==> src/hw/cic_consts.vh <==
// register offsets, field positions and reset values of the clock input change interrupt block
`ifndef CIC_CONSTS_VH
`define CIC_CONSTS_VH

// printed offsets are register indices; byte address is four times the index
`define CIC_IDX_PIN_CFG 8'h0c
`define CIC_IDX_CHG_STS 8'h0d
`define CIC_IDX_IRQ_MASK 8'h10
`define CIC_ADDR_PIN_CFG 10'h030
`define CIC_ADDR_CHG_STS 10'h034
`define CIC_ADDR_IRQ_MASK 10'h040

`define CIC_BIT_POLARITY 0
`define CIC_BIT_TRISTATE 1

`define CIC_PIN_CFG_RESET 2'h2
`define CIC_CHG_STS_RESET 8'hff
`define CIC_IRQ_MASK_RESET 8'h00

`define CIC_RESP_OKAY 2'h0
`define CIC_RESP_SLVERR 2'h2

`endif

==> src/hw/cic_top.v <==
// interrupt request pin and input change status registers on an axi4-lite slave
`timescale 1ns/10ps
`default_nettype none
`include "cic_consts.vh"

// Function
// - With the tristate select at 0 the pin shows the active level when pending, the opposite otherwise.
// - With the tristate select at 1 (default) the pin is driven active when pending, released otherwise.
// - Eight change flags in bits 7 to 0 set when the validity of inputs one to eight changes.
// - All change flags read 1 after reset.
// - A flag clears when software writes 1 to it or reads the status word; writing 0 leaves it.
// - Valid-to-invalid and invalid-to-valid changes both set the flag.
module cic_top (
	input wire aclk,
	input wire aresetn,
	input wire [9:0] s_axi_awaddr,
	input wire s_axi_awvalid,
	output wire s_axi_awready,
	input wire [31:0] s_axi_wdata,
	input wire [3:0] s_axi_wstrb,
	input wire s_axi_wvalid,
	output wire s_axi_wready,
	output wire [1:0] s_axi_bresp,
	output wire s_axi_bvalid,
	input wire s_axi_bready,
	input wire [9:0] s_axi_araddr,
	input wire s_axi_arvalid,
	output wire s_axi_arready,
	output wire [31:0] s_axi_rdata,
	output wire [1:0] s_axi_rresp,
	output wire s_axi_rvalid,
	input wire s_axi_rready,
	input wire [7:0] input_valid,
	output wire irq_req_o,
	output wire irq_req_oe,
	output wire irq_out
);

	reg awready_reg;
	reg wready_reg;
	reg [9:0] awaddr_reg;
	reg aw_held_reg;
	reg [31:0] wdata_reg;
	reg [3:0] wstrb_reg;
	reg w_held_reg;
	reg bvalid_reg;
	reg [1:0] bresp_reg;
	reg arready_reg;
	reg rvalid_reg;
	reg [31:0] rdata_reg;
	reg [1:0] rresp_reg;
	reg awready_next;
	reg wready_next;
	reg [9:0] awaddr_next;
	reg aw_held_next;
	reg [31:0] wdata_next;
	reg [3:0] wstrb_next;
	reg w_held_next;
	reg bvalid_next;
	reg [1:0] bresp_next;
	reg arready_next;
	reg rvalid_next;
	reg [31:0] rd_word_next;
	reg [1:0] rd_resp_next;

	reg [1:0] pin_cfg_reg;
	reg [1:0] pin_cfg_next;
	reg [7:0] input_change_flag_reg;
	wire [7:0] input_change_flag_next;
	reg [7:0] mask_reg;
	reg [7:0] mask_next;
	reg irq_level_reg;
	reg irq_level_next;
	reg irq_oe_reg;
	reg irq_oe_next;
	reg irq_out_reg;
	reg irq_out_next;

	wire [7:0] change_pulse;
	wire irq_polarity;
	wire tristate_inactive_select;
	wire aw_take;
	wire w_take;
	wire wr_fire;
	wire ar_take;
	wire wr_cfg;
	wire wr_sts;
	wire wr_mask;
	wire rd_sts;
	wire [7:0] clear_bits;
	wire [7:0] read_clear;
	wire pending;
	wire wr_hit;
	wire cfg_we;
	wire sts_we;
	wire mask_we;
	wire [7:0] unmasked;

	cic_edge_detect u_edge (
		.aclk(aclk),
		.aresetn(aresetn),
		.valid_in(input_valid),
		.change_pulse(change_pulse)
	);

	assign irq_polarity = pin_cfg_reg[`CIC_BIT_POLARITY];
	assign tristate_inactive_select = pin_cfg_reg[`CIC_BIT_TRISTATE];

	// write path: address and data taken in either order, one at a time
	assign aw_take = s_axi_awvalid & awready_reg;
	assign w_take = s_axi_wvalid & wready_reg;
	assign wr_fire = aw_held_reg & w_held_reg & ~bvalid_reg;
	assign wr_hit = wr_cfg | wr_sts | wr_mask;

	always @* begin
		awready_next = awready_reg;
		wready_next = wready_reg;
		awaddr_next = awaddr_reg;
		aw_held_next = aw_held_reg;
		wdata_next = wdata_reg;
		wstrb_next = wstrb_reg;
		w_held_next = w_held_reg;
		bvalid_next = bvalid_reg;
		bresp_next = bresp_reg;
		if (aw_take) begin
			awaddr_next = s_axi_awaddr;
			aw_held_next = 1'b1;
			awready_next = 1'b0;
		end
		if (w_take) begin
			wdata_next = s_axi_wdata;
			wstrb_next = s_axi_wstrb;
			w_held_next = 1'b1;
			wready_next = 1'b0;
		end
		if (wr_fire) begin
			aw_held_next = 1'b0;
			w_held_next = 1'b0;
			bvalid_next = 1'b1;
			// unmapped offsets answer with an error and change nothing
			bresp_next = wr_hit ? `CIC_RESP_OKAY : `CIC_RESP_SLVERR;
		end
		if (bvalid_reg && s_axi_bready) begin
			bvalid_next = 1'b0;
			awready_next = 1'b1;
			wready_next = 1'b1;
		end
	end

	always @(posedge aclk) begin
		if (!aresetn) begin
			awready_reg <= 1'b1;
			wready_reg <= 1'b1;
			aw_held_reg <= 1'b0;
			w_held_reg <= 1'b0;
			awaddr_reg <= 10'h000;
			wdata_reg <= 32'h00000000;
			wstrb_reg <= 4'h0;
			bvalid_reg <= 1'b0;
			bresp_reg <= `CIC_RESP_OKAY;
		end else begin
			awready_reg <= awready_next;
			wready_reg <= wready_next;
			aw_held_reg <= aw_held_next;
			w_held_reg <= w_held_next;
			awaddr_reg <= awaddr_next;
			wdata_reg <= wdata_next;
			wstrb_reg <= wstrb_next;
			bvalid_reg <= bvalid_next;
			bresp_reg <= bresp_next;
		end
	end

	assign wr_cfg = wr_fire && (awaddr_reg[9:2] == `CIC_IDX_PIN_CFG);
	assign wr_sts = wr_fire && (awaddr_reg[9:2] == `CIC_IDX_CHG_STS);
	assign wr_mask = wr_fire && (awaddr_reg[9:2] == `CIC_IDX_IRQ_MASK);

	// read path: one read at a time, answered the cycle after the address
	assign ar_take = s_axi_arvalid & arready_reg;
	assign rd_sts = ar_take && (s_axi_araddr[9:2] == `CIC_IDX_CHG_STS);

	// unmapped offsets read zero with an error response
	always @* begin
		rd_word_next = 32'h00000000;
		rd_resp_next = `CIC_RESP_OKAY;
		case (s_axi_araddr[9:2])
			`CIC_IDX_PIN_CFG: begin
				rd_word_next = {30'h00000000, pin_cfg_reg};
			end
			`CIC_IDX_CHG_STS: begin
				rd_word_next = {24'h000000, input_change_flag_reg};
			end
			`CIC_IDX_IRQ_MASK: begin
				rd_word_next = {24'h000000, mask_reg};
			end
			default: begin
				rd_resp_next = `CIC_RESP_SLVERR;
			end
		endcase
	end

	always @* begin
		arready_next = arready_reg;
		rvalid_next = rvalid_reg;
		if (ar_take) begin
			arready_next = 1'b0;
			rvalid_next = 1'b1;
		end
		if (rvalid_reg && s_axi_rready) begin
			arready_next = 1'b1;
			rvalid_next = 1'b0;
		end
	end

	always @(posedge aclk) begin
		if (!aresetn) begin
			arready_reg <= 1'b1;
			rvalid_reg <= 1'b0;
			rdata_reg <= 32'h00000000;
			rresp_reg <= `CIC_RESP_OKAY;
		end else begin
			arready_reg <= arready_next;
			rvalid_reg <= rvalid_next;
			if (ar_take) begin
				rdata_reg <= rd_word_next;
				rresp_reg <= rd_resp_next;
			end
		end
	end

	// register writes land only when the low byte lane is enabled
	assign cfg_we = wr_cfg & wstrb_reg[0];
	assign sts_we = wr_sts & wstrb_reg[0];
	assign mask_we = wr_mask & wstrb_reg[0];

	// flags clear by write of 1 or by a read of the status word
	assign clear_bits = sts_we ? wdata_reg[7:0] : 8'h00;
	assign read_clear = rd_sts ? 8'hff : 8'h00;

	// a change in the clearing cycle still sets the flag
	genvar n;
	generate
		for (n = 0; n < 8; n = n + 1) begin : g_flag
			assign input_change_flag_next[n] = (input_change_flag_reg[n] & ~clear_bits[n]
				& ~read_clear[n]) | change_pulse[n];
		end
	endgenerate

	always @* begin
		pin_cfg_next = pin_cfg_reg;
		mask_next = mask_reg;
		if (cfg_we) begin
			pin_cfg_next = wdata_reg[1:0];
		end
		if (mask_we) begin
			mask_next = wdata_reg[7:0];
		end
	end

	always @(posedge aclk) begin
		if (!aresetn) begin
			pin_cfg_reg <= `CIC_PIN_CFG_RESET;
			input_change_flag_reg <= `CIC_CHG_STS_RESET;
			mask_reg <= `CIC_IRQ_MASK_RESET;
		end else begin
			pin_cfg_reg <= pin_cfg_next;
			input_change_flag_reg <= input_change_flag_next;
			mask_reg <= mask_next;
		end
	end

	// pin pending on any flag; the irq line honours the mask
	assign pending = |input_change_flag_reg;
	assign unmasked = input_change_flag_reg & ~mask_reg;

	always @* begin
		irq_level_next = ~irq_polarity;
		irq_oe_next = ~tristate_inactive_select;
		if (pending) begin
			irq_level_next = irq_polarity;
			irq_oe_next = 1'b1;
		end
		irq_out_next = |unmasked;
	end

	always @(posedge aclk) begin
		if (!aresetn) begin
			irq_level_reg <= 1'b1;
			irq_oe_reg <= 1'b0;
			irq_out_reg <= 1'b0;
		end else begin
			irq_level_reg <= irq_level_next;
			irq_oe_reg <= irq_oe_next;
			irq_out_reg <= irq_out_next;
		end
	end

	assign s_axi_awready = awready_reg;
	assign s_axi_wready = wready_reg;
	assign s_axi_bresp = bresp_reg;
	assign s_axi_bvalid = bvalid_reg;
	assign s_axi_arready = arready_reg;
	assign s_axi_rdata = rdata_reg;
	assign s_axi_rresp = rresp_reg;
	assign s_axi_rvalid = rvalid_reg;
	assign irq_req_o = irq_level_reg;
	assign irq_req_oe = irq_oe_reg;
	assign irq_out = irq_out_reg;

endmodule // cic_top
`default_nettype wire

==> src/hw/cic_edge_detect.v <==
// synchronises the per-input valid levels and flags either edge
`timescale 1ns/10ps
`default_nettype none

module cic_edge_detect (
	input wire aclk,
	input wire aresetn,
	input wire [7:0] valid_in,
	output wire [7:0] change_pulse
);

	reg [7:0] sync1_reg;
	reg [7:0] sync2_reg;
	reg [7:0] last_reg;
	reg [2:0] fill_reg;

	always @(posedge aclk) begin
		if (!aresetn) begin
			sync1_reg <= 8'h00;
			sync2_reg <= 8'h00;
			last_reg <= 8'h00;
			fill_reg <= 3'h0;
		end else begin
			sync1_reg <= valid_in;
			sync2_reg <= sync1_reg;
			last_reg <= sync2_reg;
			fill_reg <= {fill_reg[1:0], 1'b1};
		end
	end

	// either direction counts; nothing flagged before the pipe has filled
	genvar i;
	generate
		for (i = 0; i < 8; i = i + 1) begin : g_edge
			assign change_pulse[i] = fill_reg[2] & (sync2_reg[i] ^ last_reg[i]);
		end
	endgenerate

endmodule // cic_edge_detect
`default_nettype wire

==> config.mk <==
export PLATFORM = sky130hd
export DESIGN_NAME = cic_top
export DESIGN_NICKNAME = d
export VERILOG_FILES = /design/src/hw/cic_top.v /design/src/hw/cic_edge_detect.v
export VERILOG_INCLUDE_DIRS = /design/src /design/src/hw
export SDC_FILE = /design/constraint.sdc
export NUM_CORES = 1
export LEC_CHECK = 0
export BUFFER_PORTS_ARGS = -buffer_cell sky130_fd_sc_hd__buf_2
export CAP_MARGIN = 20
export CORE_MARGIN = 2
export CORE_UTILIZATION = 44
export CTS_CLUSTER_DIAMETER = 50
export CTS_CLUSTER_SIZE = 10
export DETAILED_ROUTE_END_ITERATION = 8
export HOLD_SLACK_MARGIN = 0.06
export PLACE_DENSITY = 0.86
export SETUP_SLACK_MARGIN = 0.3
export SYNTH_ARGS = -nofsm -noshare
export SYNTH_HDL_FRONTEND = slang
export SYNTH_SLANG_ARGS = --single-unit
==> constraint.sdc <==
create_clock -name aclk -period 1.95 [get_ports aclk]
set_clock_uncertainty 0.15 [all_clocks]
set_input_delay 0.585 -clock aclk [delete_from_list [all_inputs] [get_ports aclk]]
set_output_delay 0.585 -clock aclk [all_outputs]
set_load 0.02 [all_outputs]
==> flow_summary.yaml, run 1 <==
worst_setup_path:
  cp-end-kind: "flip-flop"
  slowest_stage: "or4_4"
  worstSetupStartpointType: "flip-flop"
  r2r_setup_slack_ns: 0.12
  critPathBufInv: 1
  critPathKind: "flip-flop to flip-flop"
  arrival_ns: 1.92
  path_max_fanout: 8
  r2r_start: "awaddr_reg[7]"
  crit_family: "simple AND/OR/NAND/NOR gates"
  slowest_delay_ns: 0.60
  required_ns: 2.04
  crit_start: "awaddr_reg[7]"
  crit_chain: "or4_4 > nor3_4 > buf_12 > mux2i_1 > nor2_1"
final_layout:
  drive_gt1_share_pct: 23.39
  utilization_pct: 52.87
  final_common_cell: "dfxtp_1"
  fin_nets: 485
  syn2layout_area_growth_pct: 18.16
  antenna_cells: 0
  final.fill_count: 647
  fin_area_sq_um: 3794
  layout_common_cells: "dfxtp_1, nand2_1, buf_2"
  post_layout_nonfiller_instances: 518
detailed_routing:
  firstDrtPassIters: 4
  drtIter0Drc: 134
  drt_drc_violations_left: 0
  vias: 2528
  antenna_left: 0
  viasPerCell: 4.880
  wl_per_cell_um: 12.32
  routed_wl_um: 6383
place:
  placed_area_sq_um: 3567
  pre_cts_slack_ns: 0.03106
  dp_cells: 502
  gp_congestion: 0.8600
  dp_hpwl_um: 4615
  placement.io_buffers: 57
sta:
  setup_viol: 0
  max-slew-margin-rel_pct: 66.02
  fmax_ghz: 0.5476
  hold_slack_ns: 0.2596
  period_share_pct: 93.65
  rsz0062_at_grt: "true"
  fin_tns_setup_ns: 0
  hold_viol: 0
  min_period_ns: 1.826
  worstMarginPinSlew_ns: 0.5097
  report.final.slew_viol_count: 0
  setup_ws_ns: 0.1239
clocking:
  cts_buffer_depth: 2
  cts_buffers: 9
  insertion_delay_ns: 0.37
  root_buffer: "clkbuf_8"
  ctsHoldBuffers: 0
  clk_pin_slew_worst_paths_ns: 0.09
  postCtsSetupBuffers: 0
  clkSinkCount: 82
  ctsHtreeMaxLevel: 3
  cts_tree: "done"
global_routing:
  grt_pass1_wl_um: 10290
  grt_use_total_pct: 16.93
  overflow: 0
  grt_start_max_net_pins: 36
  antenna_found_initial: 0
  grt_pass1_vias: 2255
die:
  io_pins: 115
  die_w_um: 89.42
  dieArea_sq_um: 7996
  die_height_um: 89.42
  floorplan.rows: 31
  start_util_pct: 44.74
  core_region_area_sq_um: 7176
synth:
  ys_warn_count: 0
  postSynthCellCount: 351
  synth_edf_count: 0
  async_reset_ff_share_pct: 0
  synth.ff_latch_count: 82
  synth.cell_area_sq_um: 3211
  synth_cell_types: 40
  dominantRegCellSynth: "dfxtp_1"
  syn_avg_cell_area_sq_um: 9.147
  seq_area_frac_synth_pct: 51.13
run:
  drv_cap: 0
power:
  power_leakage_nw: 1.616
  vdd_drop_max_v: 0.0006549
  powerDensity_nw_per_um2: 849.3
  finalPower_mw: 3.222
min_path:
  hold_class: "primary input to flip-flop"
  hp-start: "s_axi_wvalid"
outcome:
  status: "finished, final reports clean"
-- kinds of logic (layout without fill, tap and decap cells) --
kind of cell / Yosys count / count (layout) / synth area share (%)
compound gates: 62 / 62 / 12.31
xor+xnor: 8 / 8 / 2.182
buf+inv: 52 / 95 / 9.119
flops: 82 / 82 / 51.13
mux: 11 / 11 / 3.469
other cells: 1 / 26 / 0.1168
simple gates: 135 / 135 / 21.67
-- report_power, final --
part,total (mW),internal (mW),switching [mW],leakage [nW]
logic,0.286,0.104,0.181,0.857
clock network,1.16,0.510,0.652,0.0859
registers,1.77,1.73,0.0403,0.673
total,3.22,2.35,0.873,1.62
-- final timing paths --
path              cells past startpoint                   to
setup / recovery                      5          mask_reg[4]
hold / removal                        2         s_axi_wready
setup reg to reg                      5          mask_reg[4]
hold reg to reg                       1  u_edge.sync2_reg[2]
-- metal layers --
layer | up-vias | wire, um | GRT usage (%)
met3 | 13 | 394 | 6.187
met2 | 85 | 2998 | 26.60
met1 | 1172 | 2880 | 21.13
li1 | 1258 | - | -
met4 | 0 | 110 | 6.784
met5 | - | 0 | 0
-- final cells by class --
class                   count  area [sq um]  area share, %
flip-flops and latches     82          1652          43.54
well taps                  99         123.9          3.265
repair buffers             65         372.9          9.829
clock inverters             6         48.80          1.286
multi-input cells         242          1406          37.07
clock buffers              10         137.6          3.628
inverters                  14         52.55          1.385
-- timing repair --
item,4_1_cts,5_1_grt
endpoints found under the hold margin,0,0
endpoints found under the setup margin,21,25
resized for setup,5,9
pin swaps,3,0
-- cells in the mapped netlist, types with 9 or more instances --
cell	count	area (sq um)
nor2_1	15	56.30
and2_1	28	175.2
buf_4	26	195.2
nand2_1	64	240.2
a21oi_1	26	130.1
inv_1	13	48.80
dfxtp_1	82	1642
o21ai_0	9	45.04
clkbuf_1	12	45.04
mux2i_1	10	100.1
Note: power is estimated with default switching activity, not from simulation.
==> inputs of run 2 (changes only) <==
- CELL_PAD_IN_SITES_DETAIL_PLACEMENT: default -> 0
- CELL_PAD_IN_SITES_GLOBAL_PLACEMENT: default -> 1
- CORE_UTILIZATION: 44 -> 32
- PLACE_DENSITY: 0.86 -> 0.85
==> run 2 against run 1 <==
Net effect: die area grew 36%; register-to-register slack got worse by 0.08 ns; hold slack gained 0.027 ns; cell area rose by 3.3%; critical endpoint is now mask_reg[2]; sequential share of layout area down 1.5 points; largest power group unchanged; global-route usage is 4.4 points lower; critical path type unchanged; via count decreased by 2.7%; clock power increased by 16%; count of clock-buffer cells in the layout shrank 1; sequential power is essentially flat; wire length rose by 2.2%.
==> flow_summary.yaml, run 2 (synthesis gave the netlist of run 1 again) <==
outcome:
  status: "finished, final reports clean"
final_layout:
  post_layout_nonfiller_instances: 560
  drive_gt1_share_pct: 25.06
  final_common_cell: "dfxtp_1"
  layout_common_cells: "dfxtp_1, nand2_1, buf_2"
  final.fill_count: 1012
  antenna_cells: 0
  fin_area_sq_um: 3920
  syn2layout_area_growth_pct: 22.10
  fin_nets: 493
detailed_routing:
  viasPerCell: 4.391
  routed_wl_um: 6525
  firstDrtPassIters: 4
  wl_per_cell_um: 11.65
  vias: 2459
  drtIter0Drc: 78
  drt_drc_violations_left: 0
  antenna_left: 0
min_path:
  hp-start: "u_edge.sync1_reg[6]"
  worstHoldEndpoint: "u_edge.sync2_reg[6]"
  hold_depth: 1
  hold_class: "flip-flop to flip-flop"
global_routing:
  globalRouteMet3Util_pct: 4.449
  globalRoute.busiestLayer: "met2"
  grt_pass1_vias: 2405
  grt_start_max_net_pins: 36
  grt_pass1_wl_um: 11000
  overflow: 0
  use_met1_pct: 15.54
  antenna_found_initial: 0
  grt_use_total_pct: 12.51
  met2_usage_pct: 20.54
die:
  start_util_pct: 32.85
  io_pins: 115
  dieArea_sq_um: 10850
  die_w_um: 104.2
  die_height_um: 104.2
  core_region_area_sq_um: 9774
  floorplan.rows: 36
sta:
  fmax_ghz: 0.5256
  hold_viol: 0
  setup_ws_ns: 0.04725
  max-slew-margin-rel_pct: 66.05
  min_period_ns: 1.903
  hold_slack_ns: 0.2864
  setup_viol: 0
  worstMarginPinSlew_ns: 0.5046
  report.final.slew_viol_count: 0
  period_share_pct: 97.58
  rsz0062_at_grt: "true"
clocking:
  clkSinkCount: 82
  root_buffer: "clkbuf_8"
  cts_buffer_depth: 2
  ctsHoldBuffers: 0
  ctsHtreeMaxLevel: 3
  cts_tree: "done"
  cts_buffers: 9
  clk_pin_slew_worst_paths_ns: 0.09
  insertion_delay_ns: 0.35
worst_setup_path:
  path_max_fanout: 8
  crit_chain: "or4_4 > buf_6 > nor3_4 > buf_12 > mux2i_2 > nor2_1"
  r2r_end: "mask_reg[2]"
  slowest_stage: "or4_4"
  r2r_start: "awaddr_reg[8]"
  rr_worst_depth: 6
  slowest_delay_ns: 0.56
  worstSetupStartpointType: "flip-flop"
  crit_family: "simple AND/OR/NAND/NOR gates"
  required_ns: 2.04
  arrival_ns: 1.99
  cp-end-kind: "flip-flop"
  critPathKind: "flip-flop to flip-flop"
  critPathBufInv: 2
  r2r_setup_slack_ns: 0.05
place:
  dp_cells: 542
  placement.io_buffers: 57
  gp_congestion: 0.8181
  pre_cts_slack_ns: 0.01780
  dp_hpwl_um: 4895
  placed_area_sq_um: 3655
power:
  finalPower_mw: 3.427
  vdd_drop_max_v: 0.0004255
  powerDensity_nw_per_um2: 874.2
  power_leakage_nw: 1.673
run:
  drv_cap: 0
## run 2: worst max path at each step
| stage | start | endpoint | slack, ns | depth (start not counted) |
|---|---|---|---|---|
| 6_report | awaddr_reg[8] | mask_reg[2] | 0.05 | 6 |
| 5_1_grt | awaddr_reg[8] | mask_reg[2] | -0.04 | 6 |
| 4_1_cts | awaddr_reg[7] | mask_reg[2] | 0.05 | 6 |
| 3_5_place_dp | s_axi_araddr[6] | input_change_flag_reg[6] | 0.02 | 5 |
| 3_3_place_gp | s_axi_araddr[6] | input_change_flag_reg[7] | 0.04 | 5 |
| 2_1_floorplan | awaddr_reg[5] | mask_reg[0] | 0.13 | 4 |
## run 2: what timing repair did
| item | 4_1_cts | 5_1_grt |
|---|---|---|
| gates resized for setup | 4 | 8 |
| setup endpoints to repair | 20 | 23 |
| setup buffers | 2 | 0 |
| pin swaps | 4 | 2 |
## run 2: layout make-up
type                            instances  area, sq um  share of cell area, %
Clock buffer                            9        123.9                  3.160
Clock inverter                          7        101.3                  2.585
Inverter                               14        52.55                  1.341
Multi-Input combinational cell        242         1399                  35.68
Sequential cell                        82         1648                  42.04
Tap cell                              133        166.4                  4.245
Timing Repair Buffer                   73        429.2                  10.95
## run 2: through the flow
step | TNS (ns) | util [%]
CTS | 0 | 39.94
global placement | 0 | 37.39
global route | -0.1260 | 40.11
finish | 0 | 40.11
detailed placement | 0 | 37.39
floorplan | 0 | -
## run 2: metal layers
layer	vias to the layer above	part of all wire, %
met4	0	0.98
met1	1121	48
li1	1272	-
met3	5	5.7
met2	61	46
met5	-	0
## run 2: worst reg2reg max path, stage by stage (launching register included)
cell	delay [ns]
dfxtp_1	0.32
or4_4	0.56
buf_6	0.14
nor3_4	0.19
buf_12	0.16
mux2i_2	0.20
nor2_1	0.06
## run 2: where the power goes
part	switching [mW]	internal, mW	leakage, nW	total (mW)
registers	0.0376	1.73	0.673	1.77
logic	0.184	0.121	0.889	0.306
clock network	0.618	0.731	0.111	1.35
